[src/atap_defines.svh]
// Timing constants for the two-channel disk-drive programmed-I/O host sequencer
// Assumes a 100 MHz core clock; times below are in ns unless named otherwise, ATAP_SYNC_LAT is in clock cycles
`ifndef ATAP_DEFINES_SVH
`define ATAP_DEFINES_SVH

`define ATAP_CLK_NS     10
`define ATAP_NS2CYC(ns) (((ns) + `ATAP_CLK_NS - 1) / `ATAP_CLK_NS)
`define ATAP_MODE_MAX   3'h4

// Per-mode tables, index 0 is mode 0
`define ATAP_T0_NS      '{600, 383, 240, 180, 120}
`define ATAP_T1_NS      '{70, 50, 30, 30, 25}
`define ATAP_T2REG_NS   '{290, 290, 290, 80, 70}
`define ATAP_T2DAT_NS   '{165, 125, 100, 80, 70}
`define ATAP_T2I_NS     '{0, 0, 0, 70, 25}
`define ATAP_T4_NS      '{30, 20, 15, 10, 10}
`define ATAP_T9_NS      '{20, 15, 10, 10, 10}

`define ATAP_TA_NS      35
`define ATAP_SYNC_LAT   3
`define ATAP_RST_US     25
`define ATAP_RST_CYC    ((`ATAP_RST_US * 1000) / `ATAP_CLK_NS)

`endif

[src/atap_pkg.sv]
// Types shared by the programmed-I/O host sequencer
// Assumes atap_defines.svh carries all numeric constants
package atap_pkg;

  typedef enum logic [2:0] {
    ATAP_IDLE   = 3'b000,
    ATAP_SETUP  = 3'b001,
    ATAP_ACTIVE = 3'b010,
    ATAP_WAIT   = 3'b011,
    ATAP_RECOV  = 3'b100
  } atap_state_e;

endpackage

[src/atap_host_timing.sv]
// Programmed-I/O host sequencer for two drive channels, modes 0 to 4
// Assumes one request at a time; address, chip selects and data pins are shared
// How it works
// - Each strobe-to-strobe cycle lasts at least the mode's minimum cycle time.
// - Cycle is active plus inactive time; cycle, active, recovery minimums all hold.
// - Short active plus recovery is padded by lengthening recovery to reach cycle time.
// - Register accesses hold strobe 290, 290, 290, 80, 70 ns by mode.
// - Data-port accesses hold strobe 165, 125, 100, 80, 70 ns by mode.
// - Strobes stay inactive 70 ns in mode 3, 25 ns in mode 4.
// - Address and chip selects are valid 70 to 25 ns before strobe.
// - Address and chip selects stay valid 20 to 10 ns after strobe.
// - Write data is set up before and held 30 to 10 ns after strobe.
// - Ready is first sampled 35 ns after strobe assertion.
// - Ready sampled low keeps the strobe asserted until ready returns.
// - Ready high at the sample point means no wait; cycle ends on timing.
// - Extended reads latch data at ready; others latch at strobe end.
// - Drive address is two active-low chip selects and three address bits.
`timescale 1ns/1ps
`include "atap_defines.svh"

module atap_host_timing
  import atap_pkg::*;
#(
  parameter int CNT_W   = 8,
  parameter int RST_CYC = `ATAP_RST_CYC
) (
  input  wire logic        clock,
  input  wire logic        rst_n,
  input  wire logic [2:0]  chanMode0,
  input  wire logic [2:0]  chanMode1,
  input  wire logic        reqValid,
  output logic             reqReady,
  input  wire logic        reqChannel,
  input  wire logic        reqWrite,
  input  wire logic        reqDataPort,
  input  wire logic [1:0]  reqCsSel,
  input  wire logic [2:0]  reqAddr,
  input  wire logic [15:0] reqWdata,
  output logic             wrDone,
  output logic             rspValid,
  input  wire logic        rspReady,
  output logic [15:0]      rspData,
  output logic             rspChannel,
  output logic [1:0]       drive_chip_select_n,
  output logic [2:0]       drive_reg_addr,
  output logic [1:0]       drive_read_strobe_n,
  output logic [1:0]       drive_write_strobe_n,
  input  wire logic [1:0]  drive_ready_in,
  input  wire logic [15:0] drive_data_bus_in,
  output logic [15:0]      drive_data_bus_out,
  output logic             drive_data_bus_oe,
  output logic             drive_reset_n
);

  ////////////////////////////////////////////////////////////////////////////////
  // Mode tables and cycle counts

  localparam int T0 [5]  = `ATAP_T0_NS;
  localparam int T1 [5]  = `ATAP_T1_NS;
  localparam int T2R [5] = `ATAP_T2REG_NS;
  localparam int T2D [5] = `ATAP_T2DAT_NS;
  localparam int T2I [5] = `ATAP_T2I_NS;
  localparam int T4 [5]  = `ATAP_T4_NS;
  localparam int T9 [5]  = `ATAP_T9_NS;
  localparam logic [CNT_W-1:0] SAMPLE = CNT_W'(`ATAP_NS2CYC(`ATAP_TA_NS) + `ATAP_SYNC_LAT);
  localparam logic [CNT_W+1:0] ONE    = {{(CNT_W+1){1'b0}}, 1'b1};
  localparam int MAXEND = 64;

  function automatic logic [CNT_W-1:0] toCyc(input int ns);
    int c;
    c = `ATAP_NS2CYC(ns);
    toCyc = (c < 1) ? CNT_W'(1) : CNT_W'(c);
  endfunction

  wire logic [2:0]       modeRaw = reqChannel ? chanMode1 : chanMode0;
  wire logic [2:0]       mdSel   = (modeRaw > `ATAP_MODE_MAX) ? `ATAP_MODE_MAX : modeRaw;
  wire logic [CNT_W-1:0] setupN  = toCyc(T1[mdSel]);
  wire logic [CNT_W-1:0] actN    = toCyc(reqDataPort ? T2D[mdSel] : T2R[mdSel]);
  wire logic [CNT_W-1:0] recN    = toCyc(T2I[mdSel]);
  wire logic [CNT_W-1:0] cycN    = toCyc(T0[mdSel]);
  wire logic [CNT_W-1:0] holdN   = toCyc((T4[mdSel] > T9[mdSel]) ? T4[mdSel] : T9[mdSel]);

  ////////////////////////////////////////////////////////////////////////////////
  // Ready synchronisers, three stages with agreement filter

  logic [2:0] rdySync [2];
  logic [1:0] rdyLvl;

  for (genvar g = 0; g < 2; g++) begin : gSync
    always_ff @(posedge clock) begin
      if (!rst_n) begin
        rdySync[g] <= 3'h7;
        rdyLvl[g]  <= 1'b1;
      end else begin
        rdySync[g] <= {rdySync[g][1:0], drive_ready_in[g]};
        if (rdySync[g][1] == rdySync[g][2]) begin
          rdyLvl[g] <= rdySync[g][2];
        end
      end
    end
  end

  ////////////////////////////////////////////////////////////////////////////////
  // Sequencer

  atap_state_e      state;
  atap_state_e      next_state;
  logic [CNT_W-1:0] cnt, actLen, setupC, actC, recC, cycC, holdC;
  logic             curCh, curWrite, extend;
  logic [15:0]      rstCnt;
  logic [15:0]      bufData [2];
  logic             bufCh [2];
  logic             wrPtr, rdPtr;
  logic [1:0]       bufCnt;

  wire logic rdyCur   = rdyLvl[curCh];
  wire logic rstBusy  = (rstCnt != 16'h0);
  wire logic accept   = reqValid && reqReady;
  wire logic needWait = (cnt == SAMPLE) ? !rdyCur : extend;
  wire logic actDone  = (cnt >= SAMPLE) && ({2'b0, cnt} + ONE >= {2'b0, actC});
  wire logic strobeOn = (next_state == ATAP_ACTIVE) || (next_state == ATAP_WAIT);
  wire logic rdEnd    = !curWrite && (next_state == ATAP_RECOV) && (state != ATAP_RECOV);
  wire logic pop      = rspValid && rspReady;
  wire logic [CNT_W+1:0] recLen = {2'b0, cnt} + ONE;
  wire logic [CNT_W+1:0] totLen = {2'b0, actLen} + recLen;
  wire logic recDone  = (recLen >= {2'b0, recC}) && (recLen >= {2'b0, holdC})
                        && (totLen >= {2'b0, cycC});

  assign reqReady = (state == ATAP_IDLE) && !rstBusy && (reqWrite || (bufCnt != 2'h2));
  assign rspValid = (bufCnt != 2'h0);
  assign rspData  = bufData[rdPtr];
  assign rspChannel = bufCh[rdPtr];

  always_comb begin
    next_state = state;
    case (state)
      ATAP_IDLE:   if (accept) next_state = ATAP_SETUP;
      ATAP_SETUP:  if ({2'b0, cnt} + ONE >= {2'b0, setupC}) next_state = ATAP_ACTIVE;
      ATAP_ACTIVE: if (actDone) next_state = needWait ? ATAP_WAIT : ATAP_RECOV;
      ATAP_WAIT:   if (rdyCur) next_state = ATAP_RECOV;
      ATAP_RECOV:  if (recDone) next_state = ATAP_IDLE;
      default:     next_state = ATAP_IDLE;
    endcase
  end

  always_ff @(posedge clock) begin
    if (!rst_n) begin
      state <= ATAP_IDLE;
      cnt <= '0;
      actLen <= '0;
      extend <= 1'b0;
    end else begin
      state  <= next_state;
      cnt    <= (next_state != state) ? '0 : cnt + 1'b1;
      actLen <= (state == ATAP_IDLE) ? '0
                : actLen + {{(CNT_W-1){1'b0}}, strobeOn && !(&actLen)};
      extend <= (state == ATAP_ACTIVE) && ((cnt == SAMPLE) ? !rdyCur : extend);
    end
  end

  always_ff @(posedge clock) begin
    if (!rst_n) begin
      {setupC, actC, recC, cycC, holdC} <= '0;
      {curCh, curWrite} <= 2'b00;
    end else if (accept) begin
      {setupC, actC, recC, cycC, holdC} <= {setupN, actN, recN, cycN, holdN};
      {curCh, curWrite} <= {reqChannel, reqWrite};
    end
  end

  ////////////////////////////////////////////////////////////////////////////////
  // Pin drivers

  always_ff @(posedge clock) begin
    if (!rst_n) begin
      drive_chip_select_n  <= 2'h3;
      drive_reg_addr       <= 3'h0;
      drive_data_bus_out   <= 16'h0;
      drive_data_bus_oe    <= 1'b0;
      drive_read_strobe_n  <= 2'h3;
      drive_write_strobe_n <= 2'h3;
      wrDone               <= 1'b0;
    end else begin
      if (accept) begin
        drive_chip_select_n <= ~reqCsSel;
        drive_reg_addr      <= reqAddr;
        drive_data_bus_out  <= reqWdata;
        drive_data_bus_oe   <= reqWrite;
      end else if (state == ATAP_RECOV && recDone) begin
        drive_chip_select_n <= 2'h3;
        drive_data_bus_oe   <= 1'b0;
      end
      for (int i = 0; i < 2; i++) begin
        drive_read_strobe_n[i]  <= !(strobeOn && !curWrite && (curCh == i[0]));
        drive_write_strobe_n[i] <= !(strobeOn && curWrite && (curCh == i[0]));
      end
      wrDone <= curWrite && (state == ATAP_RECOV) && recDone;
    end
  end

  always_ff @(posedge clock) begin
    if (!rst_n) begin
      rstCnt        <= 16'(RST_CYC);
      drive_reset_n <= 1'b0;
    end else begin
      rstCnt        <= rstBusy ? rstCnt - 1'b1 : rstCnt;
      drive_reset_n <= !rstBusy;
    end
  end

  ////////////////////////////////////////////////////////////////////////////////
  // Two-entry read buffer

  always_ff @(posedge clock) begin
    if (!rst_n) begin
      wrPtr  <= 1'b0;
      rdPtr  <= 1'b0;
      bufCnt <= 2'h0;
    end else begin
      wrPtr  <= wrPtr ^ rdEnd;
      rdPtr  <= rdPtr ^ pop;
      bufCnt <= bufCnt + {1'b0, rdEnd} - {1'b0, pop};
    end
  end

  always_ff @(posedge clock) begin
    if (rdEnd) begin
      bufData[wrPtr] <= drive_data_bus_in;
      bufCh[wrPtr]   <= curCh;
    end
  end

  ////////////////////////////////////////////////////////////////////////////////
  // Checks

  logic [CNT_W-1:0] lowRun, highRun, periodRun, addrRun, lastCyc, lastRec, lastHold;
  logic [4:0]       csAddrQ;
  logic             seenFall;
  wire logic strobeLow = !(&drive_read_strobe_n && &drive_write_strobe_n);
  wire logic addrMove  = ({drive_chip_select_n, drive_reg_addr} != csAddrQ);

  always_ff @(posedge clock) begin
    if (!rst_n) begin
      {lowRun, highRun, periodRun, addrRun} <= '0;
      {lastCyc, lastRec, lastHold} <= '0;
      csAddrQ  <= 5'h18;
      seenFall <= 1'b0;
    end else begin
      lowRun    <= strobeLow ? lowRun + {{(CNT_W-1){1'b0}}, ~&lowRun} : '0;
      highRun   <= strobeLow ? '0 : highRun + {{(CNT_W-1){1'b0}}, ~&highRun};
      periodRun <= (strobeLow && lowRun == '0) ? CNT_W'(1)
                   : periodRun + {{(CNT_W-1){1'b0}}, ~&periodRun};
      addrRun   <= addrMove ? '0 : addrRun + {{(CNT_W-1){1'b0}}, ~&addrRun};
      csAddrQ   <= {drive_chip_select_n, drive_reg_addr};
      seenFall  <= seenFall || strobeLow;
      if (!strobeLow && lowRun != '0) begin
        {lastCyc, lastRec, lastHold} <= {cycC, recC, holdC};
      end
    end
  end
endmodule

[config.mk]
export PLATFORM = sky130hd
export DESIGN_NAME = atap_host_timing
export DESIGN_NICKNAME = d
export VERILOG_FILES = /design/src/atap_pkg.sv /design/src/atap_host_timing.sv
export VERILOG_INCLUDE_DIRS = /design/src
export SDC_FILE = /design/constraint.sdc
export NUM_CORES = 1
export LEC_CHECK = 0
export BUFFER_PORTS_ARGS = -buffer_cell sky130_fd_sc_hd__buf_2
export CAP_MARGIN = 20
export CORE_UTILIZATION = 45
export CTS_CLUSTER_SIZE = 25
export DETAILED_ROUTE_END_ITERATION = 10
export GPL_TIMING_DRIVEN = 0
export PLACE_DENSITY_LB_ADDON = 0.25
export SYNTH_ARGS = -nofsm -noshare
export SYNTH_HDL_FRONTEND = slang
export SYNTH_SLANG_ARGS = --single-unit
[constraint.sdc]
create_clock -name clock -period 6.2 [get_ports clock]
set_clock_uncertainty 0.2 [all_clocks]
set_input_delay 0.62 -clock clock [delete_from_list [all_inputs] [get_ports clock]]
set_output_delay 0.62 -clock clock [all_outputs]
set_load 0.02 [all_outputs]
## Yosys cells after proc, flatten, opt, wreduce, memory -nomap -nowiden

Memory sizes are Yosys's and may differ from the RTL's. A register that Yosys moved wholly into a read port is not among the register bits.
Index checks and enable logic that the tools add are counted.

- Bitwise logic cells: 8
- Multipliers: 0
- Div/mod/pow operators: 5
- Magnitude comparators: 15
- Shift-type cells: 0
- Eq/ne operators: 13
- Reduce and logical (&&, ||, !) cells: 37
- Multiplexer cells: 45
- Add/subtract/negate cells: 17

Operators by type and width:

| cell | number |
|---|---|
| 2-to-1 mux 32 bit | 16 |
| adder 32 x 5 -> 32 bit, second input constant | 5 |
| divider 32 x 5 -> 32 bit, second input constant | 5 |
| < comparator 32 x 2 -> 1 bit, second input constant | 5 |
| subtractor 32 x 2 -> 32 bit, second input constant | 5 |
| greater-or-equal comparator 10 x 8 -> 1 bit | 4 |
| 2-to-1 mux 8 bit | 5 |
| > comparator 32 bit | 1 |
| 2-to-1 mux 3 bit | 10 |
| logical AND 1 bit | 20 |
| nonzero test 16 bit | 1 |
| subtractor 16 x 1 -> 16 bit, second input constant | 1 |
| one-hot mux 3 bit (5 select lines) | 1 |
| == test 3 x 2 -> 1 bit, second input constant | 4 |
| 2-to-1 mux 1 bit | 11 |
| adder 8 x 10 -> 10 bit | 1 |
| adder 8 x 1 -> 9 bit, second input constant | 1 |
| greater-or-equal comparator 9 x 8 -> 1 bit | 1 |
| adder 8 x 1 -> 8 bit | 1 |
| adder 8 x 1 -> 8 bit, second input constant | 1 |
| == test 8 x 3 -> 1 bit, second input constant | 1 |
| greater-or-equal comparator 8 x 3 -> 1 bit, second input constant | 1 |
| logical NOT 1 bit | 8 |
| AND reduction 8 bit | 1 |
| other kinds (21) | 30 |

- Latch bits: 0
- Bits in read-only memories: 1792
- Output and inout port bits: 47
- RAM bits: 40
- Input bits: 52
- Bits in registers: 112
- Memories kept: 10

Memory list:

| memory | words | bits a word | read ports | clocked after Yosys merged registers in | write ports | line | RTL |
|---|---|---|---|---|---|---|---|
| (name not given) | 8 | 32 | 1 | 0 | 0 | atap_host_timing.sv:81 | `wire logic [CNT_W-1:0] holdN = toCyc((T4[mdSel] > T9[mdSel]) ? T4[mdSel] : T9[mdSel]);` |
| (name not given) | 8 | 32 | 1 | 0 | 0 | atap_host_timing.sv:81 |  |
| (name not given) | 8 | 32 | 1 | 0 | 0 | atap_host_timing.sv:80 | `wire logic [CNT_W-1:0] cycN = toCyc(T0[mdSel]);` |
| (name not given) | 8 | 32 | 1 | 0 | 0 | atap_host_timing.sv:79 | `wire logic [CNT_W-1:0] recN = toCyc(T2I[mdSel]);` |
| (name not given) | 8 | 32 | 1 | 0 | 0 | atap_host_timing.sv:78 | `wire logic [CNT_W-1:0] actN = toCyc(reqDataPort ? T2D[mdSel] : T2R[mdSel]);` |
| (name not given) | 8 | 32 | 1 | 0 | 0 | atap_host_timing.sv:78 |  |
| +4 memories | -- | -- | -- | -- | -- | -- |  |

## Depth between registers and ports, before layout

- Depth in word-level cells: 14
- Gate-level depth with buffers: 23
- Depth with buffers taken out: 23

## Worst setup path after synthesis

OpenSTA, ideal clock, no wires.

- Path type: register -> register
- Start point: register cnt[0]
- End point: register bufCnt[1]
- Arrival: 4369 ps
- Slack: 1503 ps
- Stages on the path, launching flop included: 23
- Path buffers: 0
- Cell sequence: dfxtp_1 > ha_1 > xor2_1 > ha_1 > nor2b_1 > o31a_1 > nor2_1 > nor2_1 > nor2_1 > xnor2_1 > ha_1 > a21o_1 > a211o_1 > a41oi_1 > a31o_2 > a211oi_2 > or3_1 > ha_1 > inv_1 > ha_1 > xor2_1 > xnor2_1 > nor2_1

- Cells in the longest elaborated chain, start to end: 11
- Elaborated cells between the ends (all ways): 23
- Classes of those cells: add/sub (4); order compare (6); eq/ne (2); mux (6); reduce/logical (5)

RTL lines:

| element | line | RTL |
|---|---|---|
| start: declaration | atap_host_timing.sv:108 | `logic [CNT_W-1:0] cnt, actLen, setupC, actC, recC, cycC, holdC;` |
| start signal: assignment | atap_host_timing.sv:154 | `cnt <= (next_state != state) ? '0 : cnt + 1'b1;` |
| adder 8 x 1 -> 9 bit * | atap_host_timing.sv:124 | `wire logic [CNT_W+1:0] recLen = {2'b0, cnt} + ONE;` |
| via recLen[2] | atap_host_timing.sv:124 |  |
| adder 8 x 10 -> 10 bit / greater-or-equal comparator 10 x 8 -> 1 bit (equally long branches) | atap_host_timing.sv:125, atap_host_timing.sv:126 |  |
| greater-or-equal comparator 10 x 8 -> 1 bit / logical AND 1 bit (equally long branches) | atap_host_timing.sv:127, atap_host_timing.sv:126 |  |
| logical AND 1 bit | atap_host_timing.sv:127 | `&& (totLen >= {2'b0, cycC});` |
| 2-to-1 mux 3 bit | atap_host_timing.sv:141 | `ATAP_RECOV: if (recDone) next_state = ATAP_IDLE;` |
| one-hot mux 3 bit (5 select lines) * | atap_host_timing.sv:136 | `case (state)` |
| == test 3 bit * | atap_host_timing.sv:122 | `wire logic rdEnd = !curWrite && (next_state == ATAP_RECOV) && (state != ATAP_RECOV);` |
| logical AND 1 bit * (2 in a row) | atap_host_timing.sv:122 |  |
| adder 2 x 1 -> 2 bit * | atap_host_timing.sv:222 | `bufCnt <= bufCnt + {1'b0, rdEnd} - {1'b0, pop};` |
| subtractor 2 x 1 -> 2 bit * | atap_host_timing.sv:222 |  |
| end signal: assignment | atap_host_timing.sv:222 |  |
| end: declaration | atap_host_timing.sv:114 | `logic [1:0] bufCnt;` |

Mark *: on every way through the listed nets, which the timed path passes. The rest lies on a longest branch.
A chain may end at the register's enable or synchronous reset.

## Worst setup path after layout

- Start point: register cnt[0]
- End point: memory bufData[1][6], enable pin

- Cells in the longest elaborated chain, start to end: 11
- Elaborated cells between the ends (all ways): 23
- Classes of those cells: add/sub (2); order compare (6); eq/ne (2); mux (8); reduce/logical (5)

RTL lines:

| element | line | RTL |
|---|---|---|
| adder 8 x 1 -> 9 bit * | atap_host_timing.sv:124 |  |
| via recLen[2] | atap_host_timing.sv:124 |  |
| adder 8 x 10 -> 10 bit / greater-or-equal comparator 10 x 8 -> 1 bit (equally long branches) | atap_host_timing.sv:125, atap_host_timing.sv:126 |  |
| greater-or-equal comparator 10 x 8 -> 1 bit / logical AND 1 bit (equally long branches) | atap_host_timing.sv:127, atap_host_timing.sv:126 |  |
| logical AND 1 bit | atap_host_timing.sv:127 |  |
| 2-to-1 mux 3 bit | atap_host_timing.sv:141 |  |
| one-hot mux 3 bit (5 select lines) * | atap_host_timing.sv:136 |  |
| == test 3 bit * | atap_host_timing.sv:122 |  |
| logical AND 1 bit * (2 in a row) | atap_host_timing.sv:122 |  |
| 2-to-1 mux 1 bit * | atap_host_timing.sv:227 | `if (rdEnd) begin` |
| 2-to-1 mux 1 bit (not written as such) * | atap_host_timing.sv:228 | `bufData[wrPtr] <= drive_data_bus_in;` |
| end: declaration | atap_host_timing.sv:111 | `logic [15:0] bufData [2];` |

Marked as above.

==> run metrics <==
run status=finished clean; layout cells sized above 1=0.2036; Slew HR=0.4556; clock transition at the registers of the reported paths=60 ps; Final Hold Fails=0; CP max-delay cell=ha_1; Lkg Pwr=3.302 nW; via-per-instance ratio=5.217; crit path time final=5526 ps; # clock sinks=139; Cell Chain, Critical Path=ha_1, xor2_1, ha_1, nor2b_1, o31a_1, nor2_1, nor2_1, nor2_1, xnor2_1, ha_1, a21o_1, a211o_1, a41oi_1, a31o_2, a211oi_2, nor3_1, ha_1; met3 wire len=739 um; Post-CTS Hold Fix Bufs=0; Layout area overhead=18.67%; Yosys top cell area share=0.2985; Yosys top cell by area=dfxtp_1; fin. max-slew vios=0; Port Buffers=97; Post-synth top cells=dfxtp_1, nand2_1, nor2_1; gate count after technology mapping=755; TritonRoute pass-1 iters=5; Final Cycle Share=0.8913; EDFF count, synth=34; Post-CTS Setup Bufs=0; kind of critical path=flop to flop; Inserted Diodes=0; WP data required=6050 ps; total track usage=0.2042; sequential area share after synthesis=0.4434; met2 wire len=7.332 mm; placer's final routability congestion estimate=0.8821; largest cells by area after synthesis=dfxtp_1, edfxtp_1, ha_1; CTS resizes=0; Peak Freq=181.0 MHz; first-pass GRT wire length=25.96 mm; Worst setup EP type=flop; asr flop ratio synth=0; Reg area=0.003123 mm^2; top_reg_cell synth=dfxtp_1; IO Count=99; CTS tree=built; Worst setup SP type=flop; First DRT Iteration DRCs=283; register bit total from synthesis=139; WP data arrival=5370 ps; final wirelength=15.80 mm; TritonCTS Buffers=17; number of global-route vias before repair=5402; multi-input logic area=0.003586 mm^2; YS warnings=0; crit-path most repeated cell=ha_1; Die X=127.1 um; DR vias=5713; Critical Path Max Stage Delay=750 ps; antenna violations before repair=0; IR drop worst, VDD=0.1786 mV; FP Rows=45; top-count cell post-synth=dfxtp_1; met1 WL=7.460 mm; RSZ-0062 raised after global routing=no; number of fill cells in the layout=1424; final setup violation count=0; Power per Cell Area=267.3 mW/mm^2; largest net degree at the start of global routing=18; gr ovfl total=0; Bufs on Longest Clock Path=2; syn_area_per_cell=9.328 um^2; Critical Path Fanout Max=17; Worst Tran Pin Value=816.6 ps; post-synthesis cell type count=66; Initial Util=0.4616; DP HPWL=11.76 mm; core region area=0.01526 mm^2; top layer in use=met4; setup TNS=0 ps; drt wl/cell=14.43 um; Clk Latency, worst-skew pair=430 ps; Max Cap Viol=0; Syn Std Cell Area=0.007043 mm^2; Die Area=0.01616 mm^2; die height=127.1 um; DRC Markers=0; H-tree Lvls=4; placed cell count=1063; fin cells=1095; final net count=979; Synth Net Count=863; CTS root buf=clkbuf_16; Worst Hold Class=input port to flop; Final ANT Viol Nets=0
[final timing paths]
path	startpoint	end	slack [ps]	cells past startpoint
max	cnt[0]	bufData[1][6]	670	17
min	drive_data_bus_in[15]	bufData[1][15]	180	1
max reg2reg	cnt[0]	bufData[1][6]	670	17
min reg2reg	rdySync[0][0]	rdySync[0][1]	210	1
[critical path, delay by kind of cell, from the launching register on]
family	cells	cell delay [ps]
fa+ha+maj	4	1670
flops	1	590
xor+xnor	2	650
compound gates	6	1310
simple gates	5	690
[report_power, final]
part	switching, mW	internal (mW)
Sequential	0.0123	0.945
Combinational	0.174	0.128
Clock	0.415	0.560
Total	0.602	1.63
[sequential cells by signal, indices dropped and copies added (netlist names), 3 cells and up, named ones only]
| signal | flops |
|---|---|
| recC | 4 |
| rdySync | 6 |
| rstCnt | 16 |
| cnt | 8 |
| setupC | 4 |
| cycC | 8 |
| bufData | 32 |
| actLen | 8 |
| actC | 7 |
| holdC | 3 |
| state | 3 |
| drive_reg_addr | 3 |
| drive_data_bus_out | 16 |
[metal layers]
| layer | global-route usage | vias up |
|---|---|---|
| met2 | 0.3374 | 133 |
| met4 | 0.08543 | 0 |
| met1 | 0.2588 | 2659 |
| met5 | 0 | - |
| met3 | 0.04439 | 21 |
| li1 | - | 2900 |
[through the flow]
step	total power [mW]	instance area, um^2	util	hold slack (ps)	setup slack [ps]
after floorplan	1.189	7043	-	186.3	1503
after global placement	1.274	7792	0.5107	194.3	769.2
after detailed placement	1.279	7792	0.5107	193.2	720.8
after CTS	2.251	8358	0.5478	169.5	657.5
after global routing	2.322	8358	0.5478	169.0	374.1
final	2.234	8358	0.5478	178.0	674.2
[layout make-up]
| class | instances | area share |
|---|---|---|
| Buffer | 34 | 0.01751 |
| Tap cell | 211 | 0.03159 |
| Sequential cell | 139 | 0.3737 |
| Clock buffer | 18 | 0.05135 |
| Multi-Input combinational cell | 532 | 0.4290 |
| Inverter | 50 | 0.02246 |
| Timing Repair Buffer | 97 | 0.05808 |
| Clock inverter | 14 | 0.01632 |
[cells by family after synthesis]
kind of cell,after synthesis,share of synthesized area
AO/OA/AOI/OAI,152,0.1405
AND/OR/NAND/NOR,266,0.1855
buffers and inverters,84,0.04743
multiplexers,30,0.04779
XOR/XNOR,28,0.03482
adder cells (fa/ha/maj),56,0.1006
flip-flops,139,0.4434
[cell usage in the layout, fill, tap and decap left out, drive strengths merged, types with 3 or more instances in the layout]
master and count:
nor2 71, o211ai 9, o31a 3, or3 12
o221ai 3, a32oi 3, nor4 5, o21a 3
a211oi 12, clkinv 6, nand3 25, nor3 20
ha 55, a31oi 4, o21bai 3, xor2 10
and2 4, dfxtp 105, or2 3, nand2b 11
nor3b 11, a21oi 53, xnor2 18, nand2 77
a21o 6, mux2i 7, o21ai 30, nand3b 3
a31o 3, nor2b 4, clkbuf 41, nand4 4
buf 108, mux2 23, inv 55, edfxtp 34
and3 10
Note: power is estimated with default switching activity, not from simulation.
